==> src/rtl/btb_pkg.sv <==
// Shared constants and types of the bus trace breakpoint unit
package btb_pkg;
   ////////////////////////////////////////////////////////////////////////////////
   // Register indices on the byte register port
   localparam logic [3:0] ADDR_CMP_A_HIGH = 4'h0;
   localparam logic [3:0] ADDR_CMP_A_LOW = 4'h1;
   localparam logic [3:0] ADDR_CMP_B_HIGH = 4'h2;
   localparam logic [3:0] ADDR_CMP_B_LOW = 4'h3;
   localparam logic [3:0] ADDR_FIFO_HIGH = 4'h4;
   localparam logic [3:0] ADDR_FIFO_LOW = 4'h5;
   localparam logic [3:0] ADDR_CONTROL = 4'h6;
   localparam logic [3:0] ADDR_TRIGGER = 4'h7;
   localparam logic [3:0] ADDR_STATUS = 4'h8;
   localparam logic [3:0] ADDR_FORCE_RESET = 4'h9;
   ////////////////////////////////////////////////////////////////////////////////
   // Field positions
   localparam int CTL_ENABLE = 7;
   localparam int CTL_ARM = 6;
   localparam int CTL_TAG = 5;
   localparam int CTL_BREAK = 4;
   localparam int CTL_A_DIR = 3;
   localparam int CTL_A_DIR_EN = 2;
   localparam int CTL_B_DIR = 1;
   localparam int CTL_B_DIR_EN = 0;
   localparam int TRG_TYPE = 7;
   localparam int TRG_BEGIN = 6;
   localparam int STAT_MATCH_A = 7;
   localparam int STAT_MATCH_B = 6;
   localparam int STAT_ARMED = 5;
   localparam int FORCE_BIT = 0;
   localparam logic [7:0] TRG_WRITE_MASK = 8'hCF;
   localparam logic [7:0] BYTE_ZERO = 8'h00;
   ////////////////////////////////////////////////////////////////////////////////
   // Trigger mode codes
   localparam logic [3:0] MODE_A_ONLY = 4'h0;
   localparam logic [3:0] MODE_A_OR_B = 4'h1;
   localparam logic [3:0] MODE_A_THEN_B = 4'h2;
   localparam logic [3:0] MODE_EVENT_B = 4'h3;
   localparam logic [3:0] MODE_A_THEN_EVENT_B = 4'h4;
   localparam logic [3:0] MODE_A_AND_BDATA = 4'h5;
   localparam logic [3:0] MODE_A_NOT_BDATA = 4'h6;
   localparam logic [3:0] MODE_INSIDE = 4'h7;
   localparam logic [3:0] MODE_OUTSIDE = 4'h8;
   ////////////////////////////////////////////////////////////////////////////////
   // FIFO geometry
   localparam int FIFO_DEPTH = 8;
   localparam int FIFO_LAST = 7;
   localparam logic [3:0] FILL_ZERO = 4'h0;
   localparam logic [3:0] FILL_ONE = 4'h1;
   localparam logic [3:0] FILL_FULL = 4'h8;
   localparam logic [3:0] FILL_LAST = 4'h7;
   typedef enum {RUN_IDLE, RUN_WAIT, RUN_STORE} btb_run_type;
   // Event-only modes keep bytes, not addresses
   function automatic logic btb_event_mode(input logic [3:0] mode);
      return (mode == MODE_EVENT_B) || (mode == MODE_A_THEN_EVENT_B);
   endfunction
endpackage

==> src/rtl/btb_trace_unit.sv <==
// Bus trace and breakpoint unit: registers, triggers, run control
// Behaviour
// Background write of bit 0 resets; reads zero
// Force-reset ignores writes from user program
// Nine debug bytes reachable by application code
// Two 16-bit compare values, reset to zero
// Compare bytes readable always, locked while armed
// FIFO high byte read-only, zero in event modes
// High read holds FIFO, low read advances
// Reader takes high byte before low byte
// Event modes store bytes in low half
// No FIFO advance on low reads while armed
// Unarmed low read stores last opcode address
// Control register accessible at any time
// Enable bit refuses set while secure
// Arm bit starts run, clears at completion
// Tag bit picks break type when enabled
// Break on trigger (end) or full (begin)
// Trigger type never changes break timing
// Comparator A read/write qualification by bits 3:2
// Comparator B read/write qualification by bits 1:0
// Run ends on full or end trigger
// Four-bit trigger mode, nine modes, rest none
// Valid count cleared at start, frozen, max eight
// Comparator hits on equal address and qualification
`timescale 1ns/1ps
module btb_trace_unit
   import btb_pkg::*;
(
   input wire logic clock,
   input wire logic rst,
   input wire logic [3:0] reg_addr,
   input wire logic reg_write,
   input wire logic reg_read,
   input wire logic reg_from_bdc,
   input wire logic [7:0] reg_wdata,
   output logic [7:0] reg_rdata,
   input wire logic mcu_secure,
   input wire logic cpu_valid,
   input wire logic cpu_read,
   input wire logic cpu_fetch,
   input wire logic [15:0] cpu_addr,
   input wire logic [7:0] cpu_data,
   input wire logic cpu_exec,
   input wire logic [15:0] cpu_exec_addr,
   output logic break_request,
   output logic break_tag,
   output logic force_reset
);
   logic [15:0] cmp_a_q, cmp_a_d, cmp_b_q, cmp_b_d;
   logic [7:0] ctrl_q, ctrl_d, trig_q, trig_d, rdata_q, rdata_d;
   logic [3:0] count_q, count_d;
   logic [15:0] last_fetch_q, last_fetch_d;
   logic match_a_q, match_a_d, match_b_q, match_b_d;
   logic a_seen_q, a_seen_d, follow_q, follow_d;
   logic brk_q, brk_d, tag_q, tag_d, frst_q, frst_d;
   btb_run_type run_q, run_d;
   logic armed, wr_ctrl, start, stop, run_end, event_mode, begin_trace, tag_sel;
   logic cyc, cyc_read, trig, hit_a, hit_b, qual_a, qual_b;
   logic above_a, below_a, above_b, below_b, bdata, ma, mb;
   logic fifo_clear, fifo_push, fifo_shift;
   logic [15:0] cmp_addr, fifo_in, fifo_head;
   logic [3:0] fifo_fill, mode;
   ////////////////////////////////////////////////////////////////////////////////
   // Comparators; tag type watches executed opcodes instead of bus cycles
   assign tag_sel = trig_q[TRG_TYPE];
   assign cmp_addr = tag_sel ? cpu_exec_addr : cpu_addr;
   assign cyc = tag_sel ? cpu_exec : cpu_valid;
   assign cyc_read = tag_sel || cpu_read;
   btb_addr_cmp u_cmp_a (
      .addr(cmp_addr),
      .value(cmp_a_q),
      .cycle_read(cyc_read),
      .dir_en(ctrl_q[CTL_A_DIR_EN]),
      .dir(ctrl_q[CTL_A_DIR]),
      .hit(hit_a),
      .qual(qual_a),
      .above(above_a),
      .below(below_a)
   );
   btb_addr_cmp u_cmp_b (
      .addr(cmp_addr),
      .value(cmp_b_q),
      .cycle_read(cyc_read),
      .dir_en(ctrl_q[CTL_B_DIR_EN]),
      .dir(ctrl_q[CTL_B_DIR]),
      .hit(hit_b),
      .qual(qual_b),
      .above(above_b),
      .below(below_b)
   );
   ////////////////////////////////////////////////////////////////////////////////
   // Trigger decode per mode
   always_comb
   begin
      ma = cyc && hit_a;
      mb = cyc && hit_b;
      bdata = cpu_data == cmp_b_q[7:0];
      mode = trig_q[3:0];
      event_mode = btb_event_mode(mode);
      // Event modes always run as begin traces
      begin_trace = trig_q[TRG_BEGIN] || event_mode;
      case (mode)
         MODE_A_ONLY: trig = ma;
         MODE_A_OR_B: trig = ma || mb;
         MODE_A_THEN_B: trig = a_seen_q && mb;
         MODE_EVENT_B: trig = mb;
         MODE_A_THEN_EVENT_B: trig = a_seen_q && mb;
         MODE_A_AND_BDATA: trig = ma && bdata;
         MODE_A_NOT_BDATA: trig = ma && !bdata;
         MODE_INSIDE: trig = cyc && qual_a && qual_b && !below_a && !above_b;
         MODE_OUTSIDE: trig = cyc && (below_a || above_b);
         default: trig = 1'b0;
      endcase
   end
   ////////////////////////////////////////////////////////////////////////////////
   // Run control and FIFO feed
   assign armed = run_q != RUN_IDLE;
   assign wr_ctrl = reg_write && (reg_addr == ADDR_CONTROL);
   always_comb
   begin
      run_d = run_q;
      fifo_push = 1'b0;
      fifo_in = cmp_addr;
      run_end = 1'b0;
      // A write of one to both arm and enable, while not secure, begins a run
      start = wr_ctrl && !armed && reg_wdata[CTL_ARM] && reg_wdata[CTL_ENABLE] &&
              !mcu_secure;
      stop = wr_ctrl && (!reg_wdata[CTL_ARM] || !reg_wdata[CTL_ENABLE]);
      fifo_clear = start;
      case (run_q)
         RUN_IDLE:
         begin
            if (start)
            begin
               run_d = RUN_WAIT;
            end
         end
         RUN_WAIT:
         begin
            if (event_mode)
            begin
               // Only the data byte is kept, high half zero
               fifo_push = trig;
               fifo_in = {BYTE_ZERO, cpu_data};
               run_end = trig && (fifo_fill == FILL_LAST);
            end
            else if (begin_trace)
            begin
               fifo_push = trig;
               if (trig)
               begin
                  run_d = RUN_STORE;
               end
            end
            else
            begin
               // End trace: circular store of fetched opcode addresses
               fifo_push = cpu_fetch;
               fifo_in = cpu_addr;
               run_end = trig;
            end
         end
         RUN_STORE:
         begin
            fifo_push = cpu_fetch;
            fifo_in = cpu_addr;
            run_end = cpu_fetch && (fifo_fill == FILL_LAST);
         end
         default: run_d = RUN_IDLE;
      endcase
      if (run_end || stop)
      begin
         run_d = RUN_IDLE;
      end
      // Profile read: advance only while not armed
      fifo_shift = reg_read && (reg_addr == ADDR_FIFO_LOW) && !armed;
   end
   btb_trace_fifo u_fifo (
      .clock(clock),
      .rst(rst),
      .clear(fifo_clear),
      .push(fifo_push),
      .shift_load(fifo_shift),
      .data_in(fifo_shift ? last_fetch_q : fifo_in),
      .head(fifo_head),
      .fill(fifo_fill)
   );
   ////////////////////////////////////////////////////////////////////////////////
   // Register writes and run status
   always_comb
   begin
      cmp_a_d = cmp_a_q;
      cmp_b_d = cmp_b_q;
      ctrl_d = ctrl_q;
      trig_d = trig_q;
      frst_d = 1'b0;
      last_fetch_d = cpu_fetch ? cpu_addr : last_fetch_q;
      if (reg_write && !armed)
      begin
         case (reg_addr)
            ADDR_CMP_A_HIGH: cmp_a_d[15:8] = reg_wdata;
            ADDR_CMP_A_LOW: cmp_a_d[7:0] = reg_wdata;
            ADDR_CMP_B_HIGH: cmp_b_d[15:8] = reg_wdata;
            ADDR_CMP_B_LOW: cmp_b_d[7:0] = reg_wdata;
            ADDR_TRIGGER: trig_d = reg_wdata & TRG_WRITE_MASK;
            default: trig_d = trig_q;
         endcase
      end
      if (wr_ctrl)
      begin
         ctrl_d = reg_wdata;
         ctrl_d[CTL_ENABLE] = reg_wdata[CTL_ENABLE] && !mcu_secure;
      end
      // Arm bit mirrors the run state
      ctrl_d[CTL_ARM] = run_d != RUN_IDLE;
      // Only a background command may force the reset
      if (reg_write && reg_from_bdc && (reg_addr == ADDR_FORCE_RESET))
      begin
         frst_d = reg_wdata[FORCE_BIT];
      end
      a_seen_d = start ? 1'b0 : (a_seen_q || (armed && ma));
      match_a_d = start ? 1'b0 : (match_a_q || (armed && ma));
      match_b_d = start ? 1'b0 : (match_b_q || (armed && mb));
      // Count follows fill one cycle past the end, then freezes
      follow_d = armed;
      count_d = start ? FILL_ZERO : ((armed || follow_q) ? fifo_fill : count_q);
      // Break timing comes only from run end, never from trigger type
      brk_d = run_end && ctrl_q[CTL_BREAK];
      tag_d = ctrl_q[CTL_BREAK] ? ctrl_q[CTL_TAG] : tag_q;
   end
   ////////////////////////////////////////////////////////////////////////////////
   // Read data; unmapped and force-reset indices read zero
   always_comb
   begin
      rdata_d = rdata_q;
      if (reg_read)
      begin
         case (reg_addr)
            ADDR_CMP_A_HIGH: rdata_d = cmp_a_q[15:8];
            ADDR_CMP_A_LOW: rdata_d = cmp_a_q[7:0];
            ADDR_CMP_B_HIGH: rdata_d = cmp_b_q[15:8];
            ADDR_CMP_B_LOW: rdata_d = cmp_b_q[7:0];
            ADDR_FIFO_HIGH: rdata_d = event_mode ? BYTE_ZERO : fifo_head[15:8];
            ADDR_FIFO_LOW: rdata_d = fifo_head[7:0];
            ADDR_CONTROL: rdata_d = ctrl_q;
            ADDR_TRIGGER: rdata_d = trig_q;
            ADDR_STATUS: rdata_d = {match_a_q, match_b_q, armed && ctrl_q[CTL_ENABLE],
                                    1'b0, count_q};
            default: rdata_d = BYTE_ZERO;
         endcase
      end
   end
   ////////////////////////////////////////////////////////////////////////////////
   // State registers
   always_ff @(posedge clock or posedge rst)
   begin
      if (rst)
      begin
         cmp_a_q <= 16'h0000;
         cmp_b_q <= 16'h0000;
         ctrl_q <= BYTE_ZERO;
         trig_q <= BYTE_ZERO;
         rdata_q <= BYTE_ZERO;
         count_q <= FILL_ZERO;
         last_fetch_q <= 16'h0000;
         match_a_q <= 1'b0;
         match_b_q <= 1'b0;
         a_seen_q <= 1'b0;
         follow_q <= 1'b0;
         brk_q <= 1'b0;
         tag_q <= 1'b0;
         frst_q <= 1'b0;
         run_q <= RUN_IDLE;
      end
      else
      begin
         cmp_a_q <= cmp_a_d;
         cmp_b_q <= cmp_b_d;
         ctrl_q <= ctrl_d;
         trig_q <= trig_d;
         rdata_q <= rdata_d;
         count_q <= count_d;
         last_fetch_q <= last_fetch_d;
         match_a_q <= match_a_d;
         match_b_q <= match_b_d;
         a_seen_q <= a_seen_d;
         follow_q <= follow_d;
         brk_q <= brk_d;
         tag_q <= tag_d;
         frst_q <= frst_d;
         run_q <= run_d;
      end
   end
   assign reg_rdata = rdata_q;
   assign break_request = brk_q;
   assign break_tag = tag_q;
   assign force_reset = frst_q;
endmodule // btb_trace_unit

==> src/rtl/btb_addr_cmp.sv <==
// Address comparator with optional read/write qualification
`timescale 1ns/1ps
module btb_addr_cmp
   import btb_pkg::*;
(
   input wire logic [15:0] addr,
   input wire logic [15:0] value,
   input wire logic cycle_read,
   input wire logic dir_en,
   input wire logic dir,
   output logic hit,
   output logic qual,
   output logic above,
   output logic below
);
   ////////////////////////////////////////////////////////////////////////////////
   // Direction: dir high means reads only, low means writes only
   always_comb
   begin
      qual = !dir_en || (dir == cycle_read);
      hit = qual && (addr == value);
      above = qual && (addr > value);
      below = qual && (addr < value);
   end
endmodule // btb_addr_cmp

==> src/rtl/btb_trace_fifo.sv <==
// Eight-word trace store with circular push and profile shift
`timescale 1ns/1ps
module btb_trace_fifo
   import btb_pkg::*;
(
   input wire logic clock,
   input wire logic rst,
   input wire logic clear,
   input wire logic push,
   input wire logic shift_load,
   input wire logic [15:0] data_in,
   output logic [15:0] head,
   output logic [3:0] fill
);
   logic [15:0] mem_q [FIFO_DEPTH];
   logic [15:0] mem_d [FIFO_DEPTH];
   logic [3:0] fill_q;
   logic [3:0] fill_d;
   logic shift;
   ////////////////////////////////////////////////////////////////////////////////
   // Next contents; a full store drops its oldest word
   always_comb
   begin
      mem_d = mem_q;
      fill_d = fill_q;
      shift = shift_load || (push && (fill_q == FILL_FULL));
      if (clear)
      begin
         fill_d = FILL_ZERO;
      end
      else if (shift)
      begin
         for (int i = 0; i < FIFO_LAST; i++)
         begin
            mem_d[i] = mem_q[i + 1];
         end
         mem_d[FIFO_LAST] = data_in;
         fill_d = FILL_FULL;
      end
      else if (push)
      begin
         mem_d[fill_q[2:0]] = data_in;
         fill_d = fill_q + FILL_ONE;
      end
   end
   // Storage registers
   always_ff @(posedge clock or posedge rst)
   begin
      if (rst)
      begin
         for (int i = 0; i < FIFO_DEPTH; i++)
         begin
            mem_q[i] <= 16'h0000;
         end
         fill_q <= FILL_ZERO;
      end
      else
      begin
         mem_q <= mem_d;
         fill_q <= fill_d;
      end
   end
   assign head = mem_q[0];
   assign fill = fill_q;
endmodule // btb_trace_fifo

==> config.mk <==
export PLATFORM = sky130hd
export DESIGN_NAME = btb_trace_unit
export DESIGN_NICKNAME = d
export VERILOG_FILES = /design/src/rtl/btb_pkg.sv /design/src/rtl/btb_trace_unit.sv /design/src/rtl/btb_addr_cmp.sv /design/src/rtl/btb_trace_fifo.sv
export SDC_FILE = /design/constraint.sdc
export NUM_CORES = 1
export LEC_CHECK = 0
export ABC_CLOCK_PERIOD_IN_PS = 10350
export BUFFER_PORTS_ARGS = -buffer_cell sky130_fd_sc_hd__buf_2
export CORE_MARGIN = 5
export CORE_UTILIZATION = 60
export CTS_CLUSTER_SIZE = 10
export DETAILED_ROUTE_END_ITERATION = 10
export PLACE_DENSITY_LB_ADDON = 0.08
export REMOVE_ABC_BUFFERS = 1
export SLEW_MARGIN = 10
export SYNTH_ARGS = -nofsm -noshare
export SYNTH_HDL_FRONTEND = slang
export SYNTH_SLANG_ARGS = --single-unit
==> constraint.sdc <==
create_clock -name clock -period 10.35 [get_ports clock]
set_input_delay 2.07 -clock clock [delete_from_list [all_inputs] [get_ports clock]]
set_output_delay 2.07 -clock clock [all_outputs]
set_load 0.01 [all_outputs]
==> reports/qor.yml <==
global_route:
  first_pass_grt_wire_length_um: 59100
  maximum_number_of_pins_on_one_net_before_global_route_repair: 106
  number_of_global_route_vias_before_repair: 10034
  antenna_found_initial: 0
  grt-ovfl-total: 0
  grt_resource_usage_total_pct: 31.0
route:
  wl_per_cell_um: 24.4
  via_count: 10177
  drc_errors: 0
  routed_wl_um: 36800
  vias_per_cell: 6.74
  postRouteAntennaNets: 0
  drt_iter0_markers: 950
  firstDrtPassIters: 6
placed_design:
  detailed_place_hpwl_um: 25500
  dpl_cell_area_sq_um: 13300
  io_buffer_count: 72
  global_placement_routability_congestion: 0.929
  dp_worst_setup_slack_ns: 4.15
sta:
  clock.fmax_ghz: 0.175
  post_route_skew_ns: 0.0143
  setup-tns-final_ns: 0
  holdWs_ns: 0.490
  slew_headroom_pct: 25.2
  final-setup-viol-count: 0
  postLayoutSetupSlackWorst_ns: 4.63
  worst_slew_pin_slew_ns: 1.12
  timing.final.max_slew_violations: 0
  grt_setup_unrepaired: "no"
  timing.final.crit_share_pct: 55.3
  final_period_minus_worst_setup_slack_ns: 5.72
  timing_hold_violations_final: 0
critical_path:
  worst_ep_arrival_time_ns: 6.19
  r2r_end: "u_fifo.mem_q[64]"
  setup.reg_to_reg.worst_slack_ns: 5.46
  crit_path_end_kind: "register"
  worstSetupStartpointType: "input port"
  worstReg2RegStart: "trig_q[7]"
  timing_worst_setup_path_type: "input port to register"
  rr_worst_depth: 12
  cp_data_required_time_ns: 10.82
  maximum_net_fanout_on_the_critical_path: 56
synthesis:
  synth_simple_gate_area_share_pct: 8.57
  share_of_async_settable_or_async_resettable_flops_after_synthesis_pct: 100
  postSynth.topFlopCell: "sky130_fd_sc_hd__dfrtp_1"
  dominant_combinational_cell_family_by_area_after_synthesis: "compound AO/OA/AOI/OAI gates"
  synth-seq-cells: 245
  synthesis.yosys.warnings: 0
  synth-compound-area-share_pct: 26.9
  syn_avg_cell_area_sq_um: 11.0
  post_synth_xor_area_fraction_pct: 0.621
  synth.yosys.seq_area_share_pct: 48.3
  synth_enable_flop_cells: 0
  synth_fa_ha_area_share_pct: 3.35
  synth.mux.area_fraction_pct: 7.44
  number_of_cells_produced_by_synthesis: 1159
  synth.distinct_cells: 75
  cell_area_synth_sq_um: 12700
min_path:
  worstHoldStart: "u_fifo.mem_q[21]"
  timing.hold.worst_path_depth: 1
  min_delay_worst_endpoint: "u_fifo.mem_q[21]"
  timing.hold.worst.class: "register to register"
finish:
  antennaDiodeCount: 0
  area_growth_syn_to_layout_pct: 10.7
  num-nets-final: 1322
  share_of_post_route_cells_with_drive_strength_above_1_pct: 20.5
  nFillCells: 1666
  final_common_cell: "sky130_fd_sc_hd__dfrtp_1"
  layout_common_cells: "245 x sky130_fd_sc_hd__dfrtp_1, 80 x sky130_fd_sc_hd__o22ai_1, 75 x sky130_fd_sc_hd__mux2_2, 72 x sky130_fd_sc_hd__buf_2, 67 x sky130_fd_sc_hd__inv_1"
  finish.instance_area_sq_um: 14100
floorplan:
  die-area_sq_um: 24200
  die_width_um: 155
  dieHeight_um: 155
  initial_core_util_pct: 60.6
  core-area_sq_um: 21000
  standard_cell_row_count: 53
  io-pin-count: 73
cts:
  clock_path_buffers: 3
  clk_latency_ns: 0.54
  cts_setup_buffers: 0
  clock_sink_count: 245
  cts_root_buf: "sky130_fd_sc_hd__clkbuf_16"
  cts-resized-gates: 0
  numCtsBuffers: 29
  clkTransAtPathRegs_ns: 0.06
  htreeDepth: 1
  holdBufCountCts: 0
  cts_tree: "built"
power_and_ir_drop:
  ir_worst_vdd_v: 0.000137
  report.power.total_uw: 2020
  power_leakage_uw: 0.00622
  power.density_nw_per_um2: 144
run:
  max-cap-violations: 0
run_status:
  status: "finished, final reports clean"
[cell type report]
class                   count  area (sq um)  share of cell area, %
flip-flops and latches    245          6130                   43.6
clock inverters             1          5.00                 0.0356
repair buffers             83           443                   3.15
inverters                  68           263                   1.87
well taps                 275           344                   2.45
multi-input cells         799          6080                   43.3
clock buffers              38           790                   5.62
[sequential cells by signal, summed over array words and instances (netlist names), 6 cells and up]
register,count
cmp_a_q,16
cmp_b_q,16
ctrl_q,8
last_fetch_q,16
reg_rdata,8
run_q,32
trig_q,6
u_fifo.head,16
u_fifo.mem_q,112
[stage by stage]
step | utilization [%] | cells
finish | 67.1 | 1509
global route | 67.1 | 1509
CTS | 67.1 | 1509
detailed placement | 63.3 | 1470
global placement | 63.3 | 1470
floorplan | - | 1112
[cells in the mapped netlist, types with 11 or more instances]
master                      count  area share [%]
sky130_fd_sc_hd__o2bb2ai_1     41             2.8
sky130_fd_sc_hd__ha_1          34             3.4
sky130_fd_sc_hd__clkbuf_1      46             1.4
sky130_fd_sc_hd__mux2_2        75             6.7
sky130_fd_sc_hd__nor2b_1       11            0.54
sky130_fd_sc_hd__a22oi_1       60             3.5
sky130_fd_sc_hd__o21ai_0       26             1.0
sky130_fd_sc_hd__dfrtp_1      245              48
sky130_fd_sc_hd__nor2_1        53             1.6
sky130_fd_sc_hd__o22ai_1       80             3.9
sky130_fd_sc_hd__nand3_1       16            0.63
sky130_fd_sc_hd__o22a_1        16             1.1
sky130_fd_sc_hd__a22o_1        26             1.8
sky130_fd_sc_hd__a2bb2oi_2     40             4.7
sky130_fd_sc_hd__nand4_1       12            0.59
sky130_fd_sc_hd__and2_1        11            0.54
sky130_fd_sc_hd__nand2_1       61             1.8
sky130_fd_sc_hd__buf_2         18            0.71
sky130_fd_sc_hd__a21oi_1       46             1.8
sky130_fd_sc_hd__inv_1         68             2.0
sky130_fd_sc_hd__nor3_1        14            0.55
[cell families after synthesis]
kind of cell / count (synthesis)
XOR/XNOR: 9
adder cells (fa/ha/maj): 34
AO/OA/AOI/OAI: 421
AND/OR/NAND/NOR: 220
multiplexers: 85
buffers and inverters: 144
other: 1
flip-flops: 245
[per-layer routing]
layer	up-vias	wire (um)	track usage, %	share of wire, %
li1	4504	-	-	-
met1	5109	16100	46.0	44
met2	467	16300	45.7	44
met5	-	0	0	0
met3	97	2910	6.01	7.9
met4	0	1520	10.8	4.1
[worst max-delay path by stage]
stage                 start               end
2_1_floorplan           rst          a_seen_q
3_3_place_gp   cpu_addr[15]  u_fifo.mem_q[64]
3_5_place_dp   cpu_addr[15]  u_fifo.mem_q[64]
4_1_cts        cpu_addr[15]  u_fifo.mem_q[64]
5_1_grt         reg_addr[1]  u_fifo.mem_q[65]
6_report       cpu_addr[15]  u_fifo.mem_q[64]
[critical path: stages]
cell	delay [ns]
sky130_fd_sc_hd__buf_2	0.11
sky130_fd_sc_hd__mux2_2	0.29
sky130_fd_sc_hd__ha_1	0.32
sky130_fd_sc_hd__nand4_1	0.23
sky130_fd_sc_hd__nor4_2	0.55
sky130_fd_sc_hd__a31oi_1	0.15
sky130_fd_sc_hd__a311o_1	0.38
sky130_fd_sc_hd__o31a_2	0.17
sky130_fd_sc_hd__a31o_1	0.60
sky130_fd_sc_hd__nand2_2	0.32
sky130_fd_sc_hd__buf_4	0.68
sky130_fd_sc_hd__a22o_1	0.25
[power by group]
group / leakage, uW / internal [uW] / switching (uW)
combinational: 0.00261 / 45.2 / 85.2
clock: 0.000390 / 520 / 372
sequential: 0.00322 / 979 / 14.9
total: 0.00622 / 1550 / 472
No activity file was read; power rests on OpenSTA's default activity.
